File: src/verilog/urd_pkg.sv
/*
  Constants and carrier types for the UART register decoder.
  Assumes one clock, a synchronous active-high reset and byte registers.
*/
package urd_pkg;

  localparam logic [3:0] OFS_HOLD       = 4'h0;
  localparam logic [3:0] OFS_INT_EN     = 4'h1;
  localparam logic [3:0] OFS_STAT       = 4'h2;
  localparam logic [3:0] OFS_LINE_CTL   = 4'h3;
  localparam logic [3:0] OFS_MODEM_CTL  = 4'h4;
  localparam logic [3:0] OFS_LINE_STAT  = 4'h5;
  localparam logic [3:0] OFS_MODEM_STAT = 4'h6;
  localparam logic [3:0] OFS_SCRATCH    = 4'h7;
  localparam logic [3:0] OFS_TX_LEVEL   = 4'h8;
  localparam logic [3:0] OFS_RX_LEVEL   = 4'h9;
  localparam logic [3:0] OFS_GPIO_DIR   = 4'ha;
  localparam logic [3:0] OFS_GPIO_PIN   = 4'hb;
  localparam logic [3:0] OFS_IOINTEN    = 4'hc;
  localparam logic [3:0] OFS_RSVD       = 4'hd;
  localparam logic [3:0] OFS_IOCTL      = 4'he;
  localparam logic [3:0] OFS_EXTRA      = 4'hf;

  localparam logic [7:0] LINE_CTL_KEY   = 8'hbf;
  localparam int         DIV_SEL_BIT    = 7;
  localparam int         ENH_ON_BIT     = 4;
  localparam int         ALT_SEL_BIT    = 2;
  localparam logic [7:0] RST_BYTE       = 8'h00;

  typedef enum logic [2:0] {
    BANK_NORM = 3'b001,
    BANK_DIV  = 3'b010,
    BANK_ENH  = 3'b100
  } urd_bank_t;

  typedef struct packed {
    logic [3:0] addr;
    logic       wr;
    logic       rd;
    logic [7:0] wdata;
  } urd_req_t;

  typedef struct packed {
    logic [7:0] rx_byte;
    logic [7:0] int_status;
    logic [7:0] line_status;
    logic [7:0] modem_status;
    logic [7:0] tx_fifo_level;
    logic [7:0] rx_fifo_level;
  } urd_stat_t;

  typedef struct packed {
    logic [7:0] divisor_low;
    logic [7:0] divisor_high;
    logic [7:0] divisor_fraction;
    logic [7:0] interrupt_enable_reg;
    logic [7:0] line_control_reg;
    logic [7:0] modem_control_reg;
    logic [7:0] enhanced_function;
    logic [7:0] flow_resume_char_1;
    logic [7:0] flow_resume_char_2;
    logic [7:0] flow_pause_char_1;
    logic [7:0] flow_pause_char_2;
    logic [7:0] scratch_pad;
    logic [7:0] transmission_control;
    logic [7:0] trigger_level;
    logic [7:0] gpio_direction;
    logic [7:0] gpio_out;
    logic [7:0] gpio_int_enable;
    logic [7:0] gpio_control;
    logic [7:0] extra_features_control;
  } urd_ctrl_t;

endpackage

File: src/verilog/urd_regs.sv
/*
  Register decoder and register file of a single-channel UART.
  Assumes a host port engine that presents one byte access per cycle and
  UART core logic that supplies status bytes and consumes the controls.
*/
// Functional notes
// - Normal bank offset 0: read gives receive byte, write loads transmit.
// - Divisor bank offsets 0 and 1 reach divisor low and high, read/write.
// - Divisor bank offset 2 reaches fraction only when enhanced bit set.
// - Normal bank offset 2: read gives interrupt status, write FIFO control.
// - Normal bank offset 1 reaches interrupt enable, read/write.
// - Offset 3 reaches line control in every bank.
// - Offset 4 reaches modem control unless line control holds key.
// - Offset 5 reads line status outside the key bank; writes there then change nothing.
// - Offset 6 reads modem status by default, read-only.
// - Offset 7 reaches scratch byte by default; read returns last write.
// - Halt/resume and trigger registers share offsets 6 and 7 alternately.
// - Offsets 8 and 9 read transmit and receive FIFO fill levels.
// - Offsets a, b, c, e reach GPIO registers; d is reserved.
// - Offset f reaches extra features control.
// - Key bank offset 2 reaches enhanced function register.
// - Key bank offsets 4 and 5 hold resume characters.
// - Key bank offsets 6 and 7 hold pause characters.
`timescale 1ns/1ps

module urd_regs (
  input  wire logic              clk,
  input  wire logic              reset,
  input  wire logic              ce,
  input  wire urd_pkg::urd_req_t req,
  input  wire urd_pkg::urd_stat_t stat,
  input  wire logic [7:0]        gpio_pins,
  output urd_pkg::urd_ctrl_t     ctl_q,
  output logic [7:0]             rdata_q,
  output logic                   rd_ack_q,
  output logic                   tx_load_q,
  output logic                   fifo_ctl_wr_q,
  output logic [7:0]             evt_data_q,
  output logic                   rx_pop_q,
  output logic                   modem_stat_rd_q
);

  urd_pkg::urd_ctrl_t ctl_d;
  urd_pkg::urd_bank_t bank;
  logic [7:0]         rdata_d;
  logic               rd_ack_d;
  logic               tx_load_d;
  logic               fifo_ctl_wr_d;
  logic [7:0]         evt_data_d;
  logic               rx_pop_d;
  logic               modem_stat_rd_d;
  logic               alt_sel;
  logic               enh_on;
  logic [7:0]         gp_s1_q;
  logic [7:0]         gp_s2_q;
  logic [7:0]         gp_s3_q;
  logic [7:0]         gp_q;
  logic [7:0]         gp_d;

  // Bank follows the live line control value, so a bank switch takes
  // effect on the access right after the line control write.
  always_comb begin
    if (ctl_q.line_control_reg == urd_pkg::LINE_CTL_KEY) begin
      bank = urd_pkg::BANK_ENH;
    end else if (ctl_q.line_control_reg[urd_pkg::DIV_SEL_BIT]) begin
      bank = urd_pkg::BANK_DIV;
    end else begin
      bank = urd_pkg::BANK_NORM;
    end
  end

  assign enh_on  = ctl_q.enhanced_function[urd_pkg::ENH_ON_BIT];
  assign alt_sel = ctl_q.modem_control_reg[urd_pkg::ALT_SEL_BIT]
                   & enh_on;

  // Pin filter: a bit changes only when stages two and three agree
  always_comb begin
    gp_d = (~(gp_s2_q ^ gp_s3_q) & gp_s2_q) | ((gp_s2_q ^ gp_s3_q) & gp_q);
  end

  always_ff @(posedge clk) begin
    if (reset) begin
      gp_s1_q <= urd_pkg::RST_BYTE;
      gp_s2_q <= urd_pkg::RST_BYTE;
      gp_s3_q <= urd_pkg::RST_BYTE;
      gp_q    <= urd_pkg::RST_BYTE;
    end else if (ce) begin
      gp_s1_q <= gpio_pins;
      gp_s2_q <= gp_s1_q;
      gp_s3_q <= gp_s2_q;
      gp_q    <= gp_d;
    end
  end

  function automatic logic [7:0] read_value(
    input logic [3:0]         a,
    input urd_pkg::urd_bank_t b
  );
    logic [7:0] v;
    v = 8'h00;
    case (a)
      urd_pkg::OFS_HOLD: begin
        if (b == urd_pkg::BANK_NORM) begin
          v = stat.rx_byte;
        end else if (b == urd_pkg::BANK_DIV) begin
          v = ctl_q.divisor_low;
        end
      end
      urd_pkg::OFS_INT_EN: begin
        if (b == urd_pkg::BANK_NORM) begin
          v = ctl_q.interrupt_enable_reg;
        end else if (b == urd_pkg::BANK_DIV) begin
          v = ctl_q.divisor_high;
        end
      end
      urd_pkg::OFS_STAT: begin
        if (b == urd_pkg::BANK_NORM) begin
          v = stat.int_status;
        end else if (b == urd_pkg::BANK_DIV) begin
          v = enh_on ? ctl_q.divisor_fraction : 8'h00;
        end else begin
          v = ctl_q.enhanced_function;
        end
      end
      urd_pkg::OFS_LINE_CTL: v = ctl_q.line_control_reg;
      urd_pkg::OFS_MODEM_CTL: begin
        v = (b == urd_pkg::BANK_ENH) ? ctl_q.flow_resume_char_1
                                     : ctl_q.modem_control_reg;
      end
      urd_pkg::OFS_LINE_STAT: begin
        v = (b == urd_pkg::BANK_ENH) ? ctl_q.flow_resume_char_2
                                     : stat.line_status;
      end
      urd_pkg::OFS_MODEM_STAT: begin
        if (b == urd_pkg::BANK_ENH) begin
          v = ctl_q.flow_pause_char_1;
        end else if (alt_sel) begin
          v = ctl_q.transmission_control;
        end else begin
          v = stat.modem_status;
        end
      end
      urd_pkg::OFS_SCRATCH: begin
        if (b == urd_pkg::BANK_ENH) begin
          v = ctl_q.flow_pause_char_2;
        end else if (alt_sel) begin
          v = ctl_q.trigger_level;
        end else begin
          v = ctl_q.scratch_pad;
        end
      end
      urd_pkg::OFS_TX_LEVEL: v = stat.tx_fifo_level;
      urd_pkg::OFS_RX_LEVEL: v = stat.rx_fifo_level;
      urd_pkg::OFS_GPIO_DIR: v = ctl_q.gpio_direction;
      urd_pkg::OFS_GPIO_PIN: v = gp_q;
      urd_pkg::OFS_IOINTEN:  v = ctl_q.gpio_int_enable;
      urd_pkg::OFS_IOCTL:    v = ctl_q.gpio_control;
      urd_pkg::OFS_EXTRA:    v = ctl_q.extra_features_control;
      default:              v = 8'h00;
    endcase
    return v;
  endfunction

  always_comb begin
    ctl_d         = ctl_q;
    rdata_d       = rdata_q;
    rd_ack_d      = 1'b0;
    tx_load_d     = 1'b0;
    fifo_ctl_wr_d = 1'b0;
    evt_data_d    = evt_data_q;
    rx_pop_d      = 1'b0;
    modem_stat_rd_d = 1'b0;
    if (req.wr) begin
      case (req.addr)
        urd_pkg::OFS_HOLD: begin
          if (bank == urd_pkg::BANK_NORM) begin
            tx_load_d  = 1'b1;
            evt_data_d = req.wdata;
          end else if (bank == urd_pkg::BANK_DIV) begin
            ctl_d.divisor_low = req.wdata;
          end
        end
        urd_pkg::OFS_INT_EN: begin
          if (bank == urd_pkg::BANK_NORM) begin
            ctl_d.interrupt_enable_reg = req.wdata;
          end else if (bank == urd_pkg::BANK_DIV) begin
            ctl_d.divisor_high = req.wdata;
          end
        end
        urd_pkg::OFS_STAT: begin
          if (bank == urd_pkg::BANK_NORM) begin
            fifo_ctl_wr_d = 1'b1;
            evt_data_d    = req.wdata;
          end else if (bank == urd_pkg::BANK_DIV) begin
            if (enh_on) begin
              ctl_d.divisor_fraction = req.wdata;
            end
          end else begin
            ctl_d.enhanced_function = req.wdata;
          end
        end
        urd_pkg::OFS_LINE_CTL: ctl_d.line_control_reg = req.wdata;
        urd_pkg::OFS_MODEM_CTL: begin
          if (bank == urd_pkg::BANK_ENH) begin
            ctl_d.flow_resume_char_1 = req.wdata;
          end else begin
            ctl_d.modem_control_reg = req.wdata;
            // Selector bit is locked unless enhanced functions are on
            if (!enh_on) begin
              ctl_d.modem_control_reg[urd_pkg::ALT_SEL_BIT] =
                ctl_q.modem_control_reg[urd_pkg::ALT_SEL_BIT];
            end
          end
        end
        urd_pkg::OFS_LINE_STAT: begin
          if (bank == urd_pkg::BANK_ENH) begin
            ctl_d.flow_resume_char_2 = req.wdata;
          end
        end
        urd_pkg::OFS_MODEM_STAT: begin
          if (bank == urd_pkg::BANK_ENH) begin
            ctl_d.flow_pause_char_1 = req.wdata;
          end else if (alt_sel) begin
            ctl_d.transmission_control = req.wdata;
          end
        end
        urd_pkg::OFS_SCRATCH: begin
          if (bank == urd_pkg::BANK_ENH) begin
            ctl_d.flow_pause_char_2 = req.wdata;
          end else if (alt_sel) begin
            ctl_d.trigger_level = req.wdata;
          end else begin
            ctl_d.scratch_pad = req.wdata;
          end
        end
        urd_pkg::OFS_GPIO_DIR: ctl_d.gpio_direction = req.wdata;
        urd_pkg::OFS_GPIO_PIN: ctl_d.gpio_out = req.wdata;
        urd_pkg::OFS_IOINTEN:  ctl_d.gpio_int_enable = req.wdata;
        urd_pkg::OFS_IOCTL:    ctl_d.gpio_control = req.wdata;
        urd_pkg::OFS_EXTRA: begin
          ctl_d.extra_features_control = req.wdata;
        end
        default: begin
        end
      endcase
    end
    if (req.rd) begin
      // Read data reflects the state before a same-cycle write
      rd_ack_d = 1'b1;
      rdata_d  = read_value(req.addr, bank);
      rx_pop_d = (req.addr == urd_pkg::OFS_HOLD)
                 && (bank == urd_pkg::BANK_NORM);
      modem_stat_rd_d = (req.addr == urd_pkg::OFS_MODEM_STAT)
                        && (bank != urd_pkg::BANK_ENH) && !alt_sel;
    end
  end

  always_ff @(posedge clk) begin
    if (reset) begin
      ctl_q         <= '0;
      rdata_q       <= urd_pkg::RST_BYTE;
      rd_ack_q      <= 1'b0;
      tx_load_q     <= 1'b0;
      fifo_ctl_wr_q <= 1'b0;
      evt_data_q    <= urd_pkg::RST_BYTE;
      rx_pop_q      <= 1'b0;
      modem_stat_rd_q <= 1'b0;
    end else if (ce) begin
      ctl_q         <= ctl_d;
      rdata_q       <= rdata_d;
      rd_ack_q      <= rd_ack_d;
      tx_load_q     <= tx_load_d;
      fifo_ctl_wr_q <= fifo_ctl_wr_d;
      evt_data_q    <= evt_data_d;
      rx_pop_q      <= rx_pop_d;
      modem_stat_rd_q <= modem_stat_rd_d;
    end
  end
endmodule

File: config.mk
export PLATFORM = sky130hd
export DESIGN_NAME = urd_regs
export DESIGN_NICKNAME = d
export VERILOG_FILES = /design/src/verilog/urd_pkg.sv /design/src/verilog/urd_regs.sv
export SDC_FILE = /design/constraint.sdc
export NUM_CORES = 1
export LEC_CHECK = 0
export ABC_CLOCK_PERIOD_IN_PS = 3900
export BUFFER_PORTS_ARGS = -buffer_cell sky130_fd_sc_hd__buf_4
export CELL_PAD_IN_SITES_DETAIL_PLACEMENT = 1
export CELL_PAD_IN_SITES_GLOBAL_PLACEMENT = 2
export CORE_ASPECT_RATIO = 0.75
export CORE_MARGIN = 2
export CORE_UTILIZATION = 34
export DETAILED_ROUTE_END_ITERATION = 10
export GPL_TIMING_DRIVEN = 0
export PLACE_DENSITY_LB_ADDON = 0.2
export SLEW_MARGIN = 10
export SYNTH_ARGS = -nofsm -noshare
export SYNTH_HDL_FRONTEND = slang
export SYNTH_SLANG_ARGS = --single-unit
File: constraint.sdc
create_clock -name clk -period 3.9 [get_ports clk]
set_clock_uncertainty 0.2 [all_clocks]
set_input_delay 0.39 -clock clk [delete_from_list [all_inputs] [get_ports clk]]
set_output_delay 0.39 -clock clk [all_outputs]
set_load 0.01 [all_outputs]
==> impl_metrics.json <==
{
  "status": "completed",
  "dpl_cell_area_mm2": 0.0118,
  "slew_viol_final": 0,
  "slowest_stage": "nor2_1",
  "fin_area_mm2": 0.0126,
  "ant_nets": 0,
  "place_congestion": 0.965,
  "yosysTopAreaCellShare_pct": 42.8,
  "grt_overflow": 0,
  "antenna_found_initial": 0,
  "fillers": 3242,
  "rsz0062_at_grt": "no",
  "vias": 9628,
  "synth_edf_count": 0,
  "cp-end-kind": "flop",
  "syn2layout_area_growth_pct": 31.3,
  "fin_setup_tns_ps": 0,
  "place_ws_ps": 700,
  "syn_nets": 1125,
  "grt_pass1_vias": 9344,
  "min_period_over_period_pct": 79.2,
  "yosysWarnings": 0,
  "required_ps": 4110,
  "pin_count": 246,
  "finalHoldViolCount": 0,
  "fmax_mhz": 324,
  "cpPeakStageDelay_ps": 720,
  "power_density_mw_per_mm2": 371,
  "fp-row-count": 53,
  "syn_area_mm2": 0.00958,
  "wl_per_cell_um": 28.3,
  "grt_usage_pct": 31.7,
  "cts_root_buf": "clkbuf_16",
  "clk_pin_slew_worst_paths_ps": 70,
  "place_inst": 1643,
  "drc": 0,
  "wirelength_um": 47800,
  "grt_max_degree": 13,
  "hp-class": "primary input to flop",
  "cts_tree": "done",
  "stdcell_count": 1689,
  "cts_num_sinks": 205,
  "synth_area_leaders": "dfxtp_1 43%, mux2i_1 19%, nor2_1 6.9%",
  "fp.dieArea_mm2": 0.0296,
  "antenna-diode-count": 0,
  "drv_cap": 0,
  "drt_iter0_drc": 950,
  "vias_per_cell": 5.70,
  "htree_levels": 1,
  "synth_commonest_cells": "205 x dfxtp_1, 179 x mux2i_1, 177 x nor2_1",
  "syn_avg_cell_area_um2": 9.11,
  "cp_max_fo": 10,
  "leakage_nw": 5.37,
  "setup_viol_count_final": 0,
  "cp.buffers_inverters": 2,
  "first_pass_iters": 5,
  "ys_async_sr_fraction_pct": 0,
  "core_area_mm2": 0.0279,
  "ys_seq_elements": 205,
  "portBuffers": 234,
  "clockBufferDepth": 3,
  "drive_above_1_share_pct": 24.9,
  "worstMarginPinSlew_ps": 1120,
  "fin_nets": 1393,
  "synth_top_cell_by_area": "dfxtp_1",
  "slew_headroom_pct": 24.9,
  "setup_ws_ps": 810,
  "fp.dieW_um": 198,
  "finalCriticalPeriod_ps": 3090,
  "cp_cell_sequence": "buf_4 -> nand4b_1 -> nor2_1 -> clkbuf_1 -> o311ai_0 -> o31a_1",
  "ys.flop_type": "dfxtp_1",
  "initial_core_util_pct": 34.4,
  "synth.distinct_cells": 75,
  "fp.dieH_um": 149,
  "cp-start-kind": "flop",
  "arrival_ps": 3300,
  "clk_latency_ps": 530,
  "place_hpwl_um": 35900,
  "numCtsBuffers": 23,
  "irDropWorstVdd_uv": 321,
  "worstSetupPathType": "flop to flop",
  "grt_pass1_wl_um": 67000,
  "yosysSeqAreaShare_pct": 42.8,
  "crit_family": "simple AND/OR/NAND/NOR gates",
  "syn_inst": 1052,
  "synth_most_common_cell": "dfxtp_1"
}
==> worst register-to-register path, cell delays in order, from the launching register on <==
cell and delay, ps:
dfxtp_1 370, buf_4 190, nand4b_1 250, nor2_1 730, clkbuf_1 610, o311ai_0 290
o31a_1 340
==> metrics by stage <==
stage,util (%),hold slack [ps],power (mW)
global route,45.2,90.3,4.77
finish,45.2,92.0,4.66
floorplan,-,244,2.36
global placement,42.3,258,2.57
detailed placement,42.3,272,2.57
CTS,45.2,69.5,4.67
==> worst paths after layout <==
| path | end | startpoint | slack (ps) | cells past startpoint |
|---|---|---|---|---|
| worst max register to register | rdata_q[0] | ctl_q[119] | 810 | 6 |
| worst min-delay path | rdata_q[4] | stat[44] | 90 | 4 |
| worst min register to register | flop | gp_s2_q[3] | 280 | 2 |
| worst max-delay path | rdata_q[0] | ctl_q[119] | 810 | 6 |
==> where the power goes <==
group	switching (mW)	leakage, nW	internal, mW
Sequential	0.0160	1.65	2.11
Clock	0.901	0.342	1.22
Combinational	0.281	3.37	0.135
==> state kept, by name, indices dropped and copies added, names as in the netlist, named ones only <==
name and cells:
gp_s2_q 8, rdata_q 8, ctl_q 152, gp_s1_q 8
rx_pop_q 1, fifo_ctl_wr_q 1, tx_load_q 1, evt_data_q 8
rd_ack_q 1, gp_s3_q 8, modem_stat_rd_q 1
==> metal layers <==
metal,global-route usage (%),routed length (um),vias to the layer above
li1,-,-,4282
met1,47.5,22900,4870
met2,46.2,19900,419
met3,7.01,4050,57
met4,6.73,984,0
met5,0,0,-
==> logic make-up (layout without fill, tap and decap cells) <==
| group | count (synthesis) | in the layout | share of synthesized area (%) |
|---|---|---|---|
| AND/OR/NAND/NOR | 377 | 377 | 19.0 |
| flip-flops | 205 | 205 | 42.8 |
| multiplexers | 193 | 193 | 20.3 |
| AO/OA/AOI/OAI | 186 | 186 | 13.5 |
| buffers and inverters | 91 | 371 | 4.27 |
==> final cells by class <==
| cell class | instances | area [um^2] | share of cell area (%) |
|---|---|---|---|
| Inverter | 5 | 18.8 | 0.149 |
| Timing Repair Buffer | 243 | 1850 | 14.7 |
| Multi-Input combinational cell | 756 | 5080 | 40.4 |
| Sequential cell | 205 | 4100 | 32.6 |
| Clock inverter | 3 | 40.0 | 0.318 |
| Clock buffer | 34 | 657 | 5.22 |
| Tap cell | 357 | 447 | 3.55 |
| Buffer | 86 | 390 | 3.10 |
==> cells in the final DEF (no fill, tap or decap), drive strengths merged, types with 10 or more instances in the layout <==
master,synthesis,final
clkbuf,49,83
o21ai,24,24
buf,37,271
a22oi,11,11
mux2i,179,179
a21oi,61,61
nor3,18,18
nand3,30,30
nor2,179,179
dfxtp,205,205
mux2,14,14
nand2,88,88
a31oi,10,10
==> repair_timing <==
item                      CTS  global route
hold buffers                9             0
hold endpoints to repair    9             0
resized for setup           0             0
setup buffers               0             0
Note: power is estimated with default switching activity, not from simulation.
